<file path="config.mk">
export PLATFORM = sky130hd
export DESIGN_NAME = vslc_regs
export DESIGN_NICKNAME = d
export VERILOG_FILES = /design/src/rtl/vslc_pkg.sv /design/src/rtl/vslc_regs.sv
export VERILOG_INCLUDE_DIRS = /design/src /design/src/rtl
export SDC_FILE = /design/constraint.sdc
export NUM_CORES = 1
export LEC_CHECK = 0
export BUFFER_PORTS_ARGS = -buffer_cell sky130_fd_sc_hd__buf_2
export CAP_MARGIN = 20
export CELL_PAD_IN_SITES_DETAIL_PLACEMENT = 1
export CELL_PAD_IN_SITES_GLOBAL_PLACEMENT = 1
export CORE_ASPECT_RATIO = 1.2
export CORE_MARGIN = 2
export CORE_UTILIZATION = 51
export CTS_CLUSTER_DIAMETER = 60
export DETAILED_ROUTE_END_ITERATION = 6
export GPL_TIMING_DRIVEN = 1
export PLACE_DENSITY = 0.88
export SYNTH_ARGS = -nofsm -noshare
export SYNTH_HDL_FRONTEND = slang
export SYNTH_SLANG_ARGS = --single-unit
</file>
<file path="constraint.sdc">
create_clock -name sys_clk -period 2.8 [get_ports sys_clk]
set_input_delay 0.14 -clock sys_clk [delete_from_list [all_inputs] [get_ports sys_clk]]
set_output_delay 0.14 -clock sys_clk [all_outputs]
set_load 0.02 [all_outputs]
</file>
<file path="src/rtl/vslc_map.svh">
// Register offsets, reset values and field positions of the luma control bank
`ifndef VSLC_MAP_SVH
`define VSLC_MAP_SVH

// ----------------------------------------------------------------------
// Offsets
// ----------------------------------------------------------------------
`define VSLC_ADDR_W 8
`define VSLC_EVEN_ACTIVE_WIDTH_LOW 8'h1C
`define VSLC_EVEN_HORIZ_RATIO_HIGH 8'h20
`define VSLC_EVEN_HORIZ_RATIO_LOW 8'h24
`define VSLC_LUMA_OFFSET 8'h28
`define VSLC_EVEN_MISC_CONFIG 8'h2C
`define VSLC_EVEN_SIZE_UPPER_BITS 8'h0C
`define VSLC_ODD_ACTIVE_WIDTH_LOW 8'h9C
`define VSLC_ODD_HORIZ_RATIO_HIGH 8'hA0
`define VSLC_ODD_HORIZ_RATIO_LOW 8'hA4
`define VSLC_ODD_MISC_CONFIG 8'hAC
`define VSLC_ODD_SIZE_UPPER_BITS 8'h8C
`define VSLC_LUMA_GAIN_LOW 8'h30
`define VSLC_U_GAIN_LOW 8'h34
`define VSLC_V_GAIN_LOW 8'h38

// ----------------------------------------------------------------------
// Reset values
// ----------------------------------------------------------------------
`define VSLC_RST_ACTIVE_WIDTH_LOW 8'h80
`define VSLC_RST_HORIZ_RATIO_HIGH 8'h02
`define VSLC_RST_HORIZ_RATIO_LOW 8'hAC
`define VSLC_RST_LUMA_OFFSET 8'h00
`define VSLC_RST_MISC_CONFIG 8'h20
`define VSLC_RST_SIZE_UPPER_BITS 8'h12
`define VSLC_RST_LUMA_GAIN_LOW 8'hD8
`define VSLC_RST_U_GAIN_LOW 8'hFE
`define VSLC_RST_V_GAIN_LOW 8'hB4

// ----------------------------------------------------------------------
// Misc config fields
// ----------------------------------------------------------------------
`define VSLC_BIT_NOTCH_DISABLE 7
`define VSLC_BIT_COMPONENT 6
`define VSLC_BIT_LUMA_DECIM_DISABLE 5
`define VSLC_BIT_CHROMA_ORDER_INVERT 4
`define VSLC_BIT_LUMA_GAIN_TOP 2
`define VSLC_BIT_U_GAIN_TOP 1
`define VSLC_BIT_V_GAIN_TOP 0

`endif

</file>
<file path="src/rtl/vslc_pkg.sv">
// Types shared by the luma control bank
package vslc_pkg;

  // One field's copy of the field-specific registers
  typedef struct packed {
    logic [7:0] active_width_low;
    logic [7:0] horiz_ratio_high;
    logic [7:0] horiz_ratio_low;
    logic [7:0] misc_config;
    logic [7:0] size_upper_bits;
  } vslc_field_regs_type;

  // Decoded path settings driven to the datapath
  typedef struct packed {
    logic [9:0] active_width;
    logic [15:0] horiz_ratio;
    logic notch_enable;
    logic chroma_adc_enable;
    logic luma_decim_enable;
    logic chroma_order_invert;
    logic [8:0] luma_gain;
    logic [8:0] u_gain;
    logic [8:0] v_gain;
  } vslc_path_cfg_type;

endpackage

</file>
<file path="src/rtl/vslc_regs.sv">
// Luma, scaling and misc control register bank with field-selected outputs
//
// Contract
// Active width is 10 bits; low byte resets 0x80, upper two from size reg.
// Even and odd active-width low byte copies at 0x01C and 0x09C.
// 16-bit horizontal ratio from high/low bytes, reset 0x02 and 0xAC.
// Signed 8-bit luma offset added to every luma sample; zero is no change.
// Notch filter used when control bit 7 is zero, bypassed when one.
// Software should bypass the notch for monochrome sources.
// Bit 6 one selects Y/C and no notch; zero selects composite, no chroma ADC.
// Bit 5 zero enables luma decimation, one skips it; resets to one.
// Bit 4 one inverts the blue/red difference output order.
// Software writes only zero to reserved control bit 3.
// Control bit 2 is the luma gain top bit.
// Control bit 1 is the U gain top bit, bit 0 the V gain top bit.
// Each misc control copy resets to 0x20.
// Luma gain is 9 bits, top bit plus low byte, multiplying each luma.
// Size register bits 1:0 hold the active width top two bits.
// Active pixels start being output at the fall of the line sync pulse.
// Even field uses even copies, odd field uses odd copies.
// Every register reads back what was written, reads have no effect.
//
// Our own choice: the strobed register port.
`timescale 1ns/10ps
`include "vslc_map.svh"

module vslc_regs #(
  parameter int ADDR_W = `VSLC_ADDR_W
) (
  input wire logic sys_clk,
  input wire logic nrst,
  input wire logic [ADDR_W-1:0] reg_addr,
  input wire logic [7:0] reg_wdata,
  input wire logic reg_wr,
  input wire logic reg_rd,
  output logic [7:0] reg_rdata,
  input wire logic odd_field,
  input wire logic line_sync_pulse,
  input wire logic [7:0] luma_in,
  input wire logic luma_in_valid,
  output logic [7:0] luma_out,
  output logic luma_out_valid,
  output logic line_active_start,
  output vslc_pkg::vslc_path_cfg_type path_cfg
);

  // --------------------------------------------------------------------
  // Elaboration check
  // --------------------------------------------------------------------
  // The map uses byte offsets up to 0xAC, which need 8 address bits
  if (ADDR_W < 8) begin : g_bad_width
    $error("vslc_regs: ADDR_W must be at least 8");
  end

  // Field positions must sit inside the 8-bit control byte
  if (`VSLC_BIT_NOTCH_DISABLE > 7 || `VSLC_BIT_COMPONENT > 7 ||
      `VSLC_BIT_LUMA_DECIM_DISABLE > 7 ||
      `VSLC_BIT_CHROMA_ORDER_INVERT > 7) begin : g_bad_field
    $error("vslc_regs: control field out of range");
  end

  // Odd copies must sit exactly 0x80 above the even ones
  localparam logic [7:0] ODD_STEP =
    `VSLC_ODD_ACTIVE_WIDTH_LOW - `VSLC_EVEN_ACTIVE_WIDTH_LOW;
  if (ODD_STEP != 8'h80) begin : g_bad_map
    $error("vslc_regs: odd copies must sit 0x80 above even ones");
  end

  // --------------------------------------------------------------------
  // Register storage
  // --------------------------------------------------------------------
  // Per-field copies
  vslc_pkg::vslc_field_regs_type even_regs;
  vslc_pkg::vslc_field_regs_type odd_regs;
  // Shared registers, one copy for both fields
  logic [7:0] luma_offset;
  logic [7:0] luma_gain_low;
  logic [7:0] u_gain_low;
  logic [7:0] v_gain_low;
  // Line sync history for the edge detector
  logic sync_prev;

  // --------------------------------------------------------------------
  // Address decode
  // --------------------------------------------------------------------
  // Upper address bits beyond the map must be zero to hit a register
  wire logic [7:0] a8 = reg_addr[7:0];
  wire logic hi_zero = (reg_addr >> 8) == '0;
  wire logic hit_e_aw = hi_zero && a8 == `VSLC_EVEN_ACTIVE_WIDTH_LOW;
  wire logic hit_e_rh = hi_zero && a8 == `VSLC_EVEN_HORIZ_RATIO_HIGH;
  wire logic hit_e_rl = hi_zero && a8 == `VSLC_EVEN_HORIZ_RATIO_LOW;
  wire logic hit_e_mc = hi_zero && a8 == `VSLC_EVEN_MISC_CONFIG;
  wire logic hit_e_su = hi_zero && a8 == `VSLC_EVEN_SIZE_UPPER_BITS;
  wire logic hit_o_aw = hi_zero && a8 == `VSLC_ODD_ACTIVE_WIDTH_LOW;
  wire logic hit_o_rh = hi_zero && a8 == `VSLC_ODD_HORIZ_RATIO_HIGH;
  wire logic hit_o_rl = hi_zero && a8 == `VSLC_ODD_HORIZ_RATIO_LOW;
  wire logic hit_o_mc = hi_zero && a8 == `VSLC_ODD_MISC_CONFIG;
  wire logic hit_o_su = hi_zero && a8 == `VSLC_ODD_SIZE_UPPER_BITS;
  wire logic hit_lo = hi_zero && a8 == `VSLC_LUMA_OFFSET;
  wire logic hit_lg = hi_zero && a8 == `VSLC_LUMA_GAIN_LOW;
  wire logic hit_ug = hi_zero && a8 == `VSLC_U_GAIN_LOW;
  wire logic hit_vg = hi_zero && a8 == `VSLC_V_GAIN_LOW;

  // --------------------------------------------------------------------
  // Write enables
  // --------------------------------------------------------------------
  // Even copies; a strobe to an unmapped address touches nothing
  wire logic we_e_aw = reg_wr && hit_e_aw;
  wire logic we_e_rh = reg_wr && hit_e_rh;
  wire logic we_e_rl = reg_wr && hit_e_rl;
  wire logic we_e_mc = reg_wr && hit_e_mc;
  wire logic we_e_su = reg_wr && hit_e_su;

  // Odd copies
  wire logic we_o_aw = reg_wr && hit_o_aw;
  wire logic we_o_rh = reg_wr && hit_o_rh;
  wire logic we_o_rl = reg_wr && hit_o_rl;
  wire logic we_o_mc = reg_wr && hit_o_mc;
  wire logic we_o_su = reg_wr && hit_o_su;

  // Shared registers
  wire logic we_lo = reg_wr && hit_lo;
  wire logic we_lg = reg_wr && hit_lg;
  wire logic we_ug = reg_wr && hit_ug;
  wire logic we_vg = reg_wr && hit_vg;

  // Read mux; unmapped addresses read zero
  logic [7:0] rd_mux;
  always_comb begin
    if (hit_e_aw) begin
      rd_mux = even_regs.active_width_low;
    end else if (hit_e_rh) begin
      rd_mux = even_regs.horiz_ratio_high;
    end else if (hit_e_rl) begin
      rd_mux = even_regs.horiz_ratio_low;
    end else if (hit_e_mc) begin
      rd_mux = even_regs.misc_config;
    end else if (hit_e_su) begin
      rd_mux = even_regs.size_upper_bits;
    end else if (hit_o_aw) begin
      rd_mux = odd_regs.active_width_low;
    end else if (hit_o_rh) begin
      rd_mux = odd_regs.horiz_ratio_high;
    end else if (hit_o_rl) begin
      rd_mux = odd_regs.horiz_ratio_low;
    end else if (hit_o_mc) begin
      rd_mux = odd_regs.misc_config;
    end else if (hit_o_su) begin
      rd_mux = odd_regs.size_upper_bits;
    end else if (hit_lo) begin
      rd_mux = luma_offset;
    end else if (hit_lg) begin
      rd_mux = luma_gain_low;
    end else if (hit_ug) begin
      rd_mux = u_gain_low;
    end else if (hit_vg) begin
      rd_mux = v_gain_low;
    end else begin
      rd_mux = 8'h00;
    end
  end

  // --------------------------------------------------------------------
  // Register writes
  // --------------------------------------------------------------------
  // All bits stored as written, reserved bit 3 too, so readback is exact
  always_ff @(posedge sys_clk or negedge nrst) begin
    if (!nrst) begin
      even_regs.active_width_low <= `VSLC_RST_ACTIVE_WIDTH_LOW;
      even_regs.horiz_ratio_high <= `VSLC_RST_HORIZ_RATIO_HIGH;
      even_regs.horiz_ratio_low <= `VSLC_RST_HORIZ_RATIO_LOW;
      even_regs.misc_config <= `VSLC_RST_MISC_CONFIG;
      even_regs.size_upper_bits <= `VSLC_RST_SIZE_UPPER_BITS;
    end else begin
      if (we_e_aw) even_regs.active_width_low <= reg_wdata;
      if (we_e_rh) even_regs.horiz_ratio_high <= reg_wdata;
      if (we_e_rl) even_regs.horiz_ratio_low <= reg_wdata;
      if (we_e_mc) even_regs.misc_config <= reg_wdata;
      if (we_e_su) even_regs.size_upper_bits <= reg_wdata;
    end
  end

  // Odd-field copies mirror the even ones 0x80 higher
  always_ff @(posedge sys_clk or negedge nrst) begin
    if (!nrst) begin
      odd_regs.active_width_low <= `VSLC_RST_ACTIVE_WIDTH_LOW;
      odd_regs.horiz_ratio_high <= `VSLC_RST_HORIZ_RATIO_HIGH;
      odd_regs.horiz_ratio_low <= `VSLC_RST_HORIZ_RATIO_LOW;
      odd_regs.misc_config <= `VSLC_RST_MISC_CONFIG;
      odd_regs.size_upper_bits <= `VSLC_RST_SIZE_UPPER_BITS;
    end else begin
      if (we_o_aw) odd_regs.active_width_low <= reg_wdata;
      if (we_o_rh) odd_regs.horiz_ratio_high <= reg_wdata;
      if (we_o_rl) odd_regs.horiz_ratio_low <= reg_wdata;
      if (we_o_mc) odd_regs.misc_config <= reg_wdata;
      if (we_o_su) odd_regs.size_upper_bits <= reg_wdata;
    end
  end

  // Shared registers, one copy for both fields
  always_ff @(posedge sys_clk or negedge nrst) begin
    if (!nrst) begin
      luma_offset <= `VSLC_RST_LUMA_OFFSET;
      luma_gain_low <= `VSLC_RST_LUMA_GAIN_LOW;
      u_gain_low <= `VSLC_RST_U_GAIN_LOW;
      v_gain_low <= `VSLC_RST_V_GAIN_LOW;
    end else begin
      if (we_lo) luma_offset <= reg_wdata;
      if (we_lg) luma_gain_low <= reg_wdata;
      if (we_ug) u_gain_low <= reg_wdata;
      if (we_vg) v_gain_low <= reg_wdata;
    end
  end

  // Read data stands only in the cycle after the strobe
  wire logic [7:0] next_reg_rdata = reg_rd ? rd_mux : 8'h00;

  always_ff @(posedge sys_clk or negedge nrst) begin
    if (!nrst) begin
      reg_rdata <= 8'h00;
    end else begin
      reg_rdata <= next_reg_rdata;
    end
  end

  // --------------------------------------------------------------------
  // Field selection and decoded settings
  // --------------------------------------------------------------------
  wire vslc_pkg::vslc_field_regs_type cur = odd_field ? odd_regs
                                                      : even_regs;
  wire logic [7:0] mc = cur.misc_config;
  // Control byte fields of the selected field copy
  wire logic comp_sel = mc[`VSLC_BIT_COMPONENT];
  wire logic notch_off = mc[`VSLC_BIT_NOTCH_DISABLE];
  wire logic decim_off = mc[`VSLC_BIT_LUMA_DECIM_DISABLE];
  wire logic order_inv = mc[`VSLC_BIT_CHROMA_ORDER_INVERT];
  wire logic lg_top = mc[`VSLC_BIT_LUMA_GAIN_TOP];
  wire logic ug_top = mc[`VSLC_BIT_U_GAIN_TOP];
  wire logic vg_top = mc[`VSLC_BIT_V_GAIN_TOP];
  vslc_pkg::vslc_path_cfg_type next_path_cfg;
  always_comb begin
    next_path_cfg.active_width = {cur.size_upper_bits[1:0],
                                  cur.active_width_low};
    next_path_cfg.horiz_ratio = {cur.horiz_ratio_high,
                                 cur.horiz_ratio_low};
    // Y/C input also forces the notch out
    next_path_cfg.notch_enable = !notch_off && !comp_sel;
    next_path_cfg.chroma_adc_enable = comp_sel;
    next_path_cfg.luma_decim_enable = !decim_off;
    next_path_cfg.chroma_order_invert = order_inv;
    next_path_cfg.luma_gain = {lg_top, luma_gain_low};
    next_path_cfg.u_gain = {ug_top, u_gain_low};
    next_path_cfg.v_gain = {vg_top, v_gain_low};
  end

  // Registered so the datapath never sees a field switch glitch
  always_ff @(posedge sys_clk or negedge nrst) begin
    if (!nrst) begin
      path_cfg <= '0;
    end else begin
      path_cfg <= next_path_cfg;
    end
  end

  // --------------------------------------------------------------------
  // Luma offset stage
  // --------------------------------------------------------------------
  // Signed add then clamp to 0..255 so overflow never wraps a white to black
  wire logic signed [9:0] luma_ext = $signed({2'b00, luma_in});
  wire logic signed [9:0] offset_ext = $signed({{2{luma_offset[7]}},
                                                 luma_offset});
  wire logic signed [9:0] luma_sum = luma_ext + offset_ext;
  // Bit 9 set means below zero, bit 8 alone means above full scale
  wire logic luma_under = luma_sum[9];
  wire logic luma_over = luma_sum[8];
  wire logic [7:0] next_luma_out = luma_under ? 8'h00
                                 : (luma_over ? 8'hFF : luma_sum[7:0]);

  always_ff @(posedge sys_clk or negedge nrst) begin
    if (!nrst) begin
      luma_out <= 8'h00;
      luma_out_valid <= 1'b0;
    end else begin
      if (luma_in_valid) luma_out <= next_luma_out;
      luma_out_valid <= luma_in_valid;
    end
  end

  // --------------------------------------------------------------------
  // Line start marker
  // --------------------------------------------------------------------
  // One-cycle pulse at the falling edge of the line sync; the datapath
  // counts path_cfg.active_width pixels from here
  wire logic sync_fall = sync_prev && !line_sync_pulse;

  // History resets low, the idle level, so reset gives no false edge
  always_ff @(posedge sys_clk or negedge nrst) begin
    if (!nrst) begin
      sync_prev <= 1'b0;
      line_active_start <= 1'b0;
    end else begin
      sync_prev <= line_sync_pulse;
      line_active_start <= sync_fall;
    end
  end

endmodule

</file>
==> impl_metrics.tcl <==
set metrics [dict create \
    postCtsSetupRepairBufs 0 \
    final_net_count 836 \
    route.detailed.wl_per_inst_um 27.1 \
    cpMostUsedCell "sky130_fd_sc_hd__a31oi_1" \
    starting_density_of_the_core 0.518 \
    cellInternalPower_mw 4.43 \
    instances_no_fill 1024 \
    all_layer_global_routing_usage 0.324 \
    postSynthCellCount 695 \
    cap_violations 0 \
    worstSetupPathType "reg -> reg" \
    clk_latency_ps 440 \
    post-synth-top-area-fraction 0.448 \
    die_width_um 123 \
    cp_num_buf_inv 1 \
    chipHeight_um 147 \
    router_iterations_before_antenna_repair 5 \
    crit_path_time_final_ps 2620 \
    worst_pin_slew_ps 791 \
    totalWireLength_um 27800 \
    asyncSetResetFlopFracSynth 1.00 \
    crit_fanout 8 \
    outcome "finished clean" \
    yosys_warnings 0 \
    drt-vias-per-instance 6.34 \
    power_switching_share 0.269 \
    hpwl_um 19200 \
    timing.final.hold_violations 0 \
    cpLargestDelayFamily "compound AO/OA/AOI/OAI gates" \
    post_synthesis_mean_instance_area_um2 12.5 \
    diodes 0 \
    pin_count_of_the_biggest_net_entering_global_routing 68 \
    drt_drc_violations_left 0 \
    period_share 0.935 \
    power_leakage_nw 4.83 \
    grt_pass1_wl_um 43200 \
    cp_data_arrival_time_ps 2900 \
    synth.lib_cells_used.distinct 76 \
    cts_resized 0 \
    yosys.cell_count.top_type "sky130_fd_sc_hd__dfrtp_1" \
    antenna_found_initial 1 \
    initialDrtViolationCount 654 \
    power.ir.vdd_worst_uv 386 \
    path_cells "ha_1 > inv_1 > fa_1 > nor2b_1 > o2111ai_1 > a31oi_1 > xnor2_1 > a31oi_1" \
    cpPeakStageDelay_ps 670 \
    finClkSkew_ps 12.1 \
    filler_cell_count 1705 \
    power.share.sequential 0.490 \
    power.density_mw_per_mm2 604 \
    synthesis.nets 736 \
    seq_area_mm2 0.00475 \
    slew_viol_final 0 \
    floorplan.rows 52 \
    io_buffer_count 105 \
    clock_network_fraction_of_total_power 0.400 \
    core-area_mm2 0.0167 \
    clock_sink_count 188 \
    largest_cells_by_area_after_synthesis "sky130_fd_sc_hd__dfrtp_1 45%, sky130_fd_sc_hd__mux2_2 19%, sky130_fd_sc_hd__dfstp_2 10%" \
    seq_area_frac_synth 0.548 \
    synth_edf_count 0 \
    worst_ep_required_time_ps 3080 \
    power.combinational.fraction 0.110 \
    floorplan.die_area_mm2 0.0180 \
    tritoncts.num_buffers 17 \
    root_buffer "sky130_fd_sc_hd__clkbuf_16" \
    synthFlopType "sky130_fd_sc_hd__dfrtp_1" \
    worst_slew_margin_rel 0.469 \
    drtAntennaViolNets 0 \
    num_io_pins 106 \
    timing.setup.tns_ps 0 \
    critPathSlowestCell "sky130_fd_sc_hd__xnor2_1" \
    numPlacedInstances 989 \
    crit_path_start_kind "register" \
    switching_power_mw 1.63 \
    area_growth_syn_to_layout_pct 16.1 \
    final_layout_size_suffix_gt1_frac 0.429 \
    first_global_vias 7151 \
    hold_buffers 3 \
    ys_top_cells_by_count "155 x sky130_fd_sc_hd__dfrtp_1, 143 x sky130_fd_sc_hd__mux2_2, 36 x sky130_fd_sc_hd__nand2_1" \
    detailroute.via_count 6490 \
    multi_input_area_mm2 0.00366 \
    cts_tree "done" \
    worstSetupEndpointType "register" \
    htree_levels 4 \
    cts_max_path_buffers 2 \
    grt_setup_unrepaired "no" \
    finalWeightedCongestion 0.965 \
    path_clk_slew_ps 70 \
    timing.fmax_mhz 382 \
    postSynthRegisterBits 188 \
    hold-worst-slack_ps 64.6 \
    syn-cell-area_mm2 0.00866 \
    worst_hold_path_class "in -> reg" \
    gr_overflow_total 0 \
    yosysTopAreaCell "sky130_fd_sc_hd__dfrtp_1" \
    setup_viol 0 \
]
## layout by cell type (no fill, tap or decap), types with 9 or more instances in the layout
master / count
sky130_fd_sc_hd__dfrtp_1: 155
sky130_fd_sc_hd__mux2_2: 143
sky130_fd_sc_hd__buf_2: 104
sky130_fd_sc_hd__nand2_1: 36
sky130_fd_sc_hd__a21oi_1: 33
sky130_fd_sc_hd__dfstp_2: 33
sky130_fd_sc_hd__inv_1: 21
sky130_fd_sc_hd__o21ai_0: 19
sky130_fd_sc_hd__nand2b_1: 17
sky130_fd_sc_hd__clkbuf_16: 17
sky130_fd_sc_hd__nor2b_1: 16
sky130_fd_sc_hd__nor2_1: 15
sky130_fd_sc_hd__buf_4: 13
sky130_fd_sc_hd__nand3_1: 10
sky130_fd_sc_hd__nor3_1: 9
sky130_fd_sc_hd__ha_1: 9
## sequential cells by signal, indices dropped and copies added, names as in the netlist
signal / count
path_cfg: 57
even_regs: 40
odd_regs: 40
luma_gain_low: 8
luma_offset: 8
luma_out: 8
reg_rdata: 8
u_gain_low: 8
v_gain_low: 8
line_active_start: 1
luma_out_valid: 1
sync_prev: 1
## per-layer routing
| layer | share of wire | GRT usage |
|---|---|---|
| met5 | 0.00047 | 0 |
| met4 | 0.039 | 0.140 |
| met3 | 0.056 | 0.0629 |
| met2 | 0.51 | 0.551 |
| met1 | 0.39 | 0.399 |
## worst reg2reg max path, delay by kind of cell (launching register included)
family          cells  cell delay, ps
simple gates        1              90
flops               1             430
xor+xnor            1             670
compound gates      3             740
fa+ha+maj           2             450
buf+inv             1              90
## worst paths after layout
path                       cells past startpoint      startpoint  slack (ps)             end
max                                            8  luma_offset[0]         180     luma_out[6]
min                                            3          reg_rd          60    reg_rdata[5]
max reg2reg                                    8  luma_offset[0]         180     luma_out[6]
min reg2reg                                    0   v_gain_low[3]         410     path_cfg[3]
max in group asynchronous                      3            nrst        1730    odd_regs[19]
min in group asynchronous                      2            nrst         250  luma_out_valid
## power by group through the flow
stage               clock network (mW)  logic, mW  registers (mW)
floorplan                            0      0.300            3.05
global placement                     0      0.619            3.00
detailed placement                   0      0.653            3.02
CTS                               2.45      0.668            2.97
global route                      2.58      0.718            2.99
finish                            2.43      0.669            2.97
## area by class of cell
| class | count | share of cell area |
|---|---|---|
| Clock inverter | 13 | 0.0142 |
| Sequential cell | 188 | 0.472 |
| Inverter | 21 | 0.00785 |
| Multi-Input combinational cell | 443 | 0.364 |
| Timing Repair Buffer | 124 | 0.0716 |
| Clock buffer | 19 | 0.0431 |
| Tap cell | 216 | 0.0269 |
## per-stage QoR
step / utilization / cell area (um2) / total power, mW / worst slack [ps]
6_report: 0.601 / 10000 / 6.07 / 182
5_1_grt: 0.601 / 10000 / 6.29 / 86.7
4_1_cts: 0.601 / 10000 / 6.09 / 274
3_5_place_dp: 0.565 / 9440 / 3.67 / 372
3_3_place_gp: 0.565 / 9440 / 3.62 / 584
2_1_floorplan: - / 8660 / 3.35 / 896
## cells by family (layout without fill, tap and decap cells)
kind of cell | Yosys count | in the layout | synth area share
DFF | 188 | 188 | 0.548
adders and majority gates | 10 | 10 | 0.0153
and+or+nand+nor | 139 | 139 | 0.0958
muxes | 146 | 146 | 0.189
xor gates and xnor gates | 6 | 6 | 0.00607
buffers and inverters | 64 | 177 | 0.0293
AOI/OAI and AO/OA | 142 | 142 | 0.116
(Power assumes the default switching activity.)
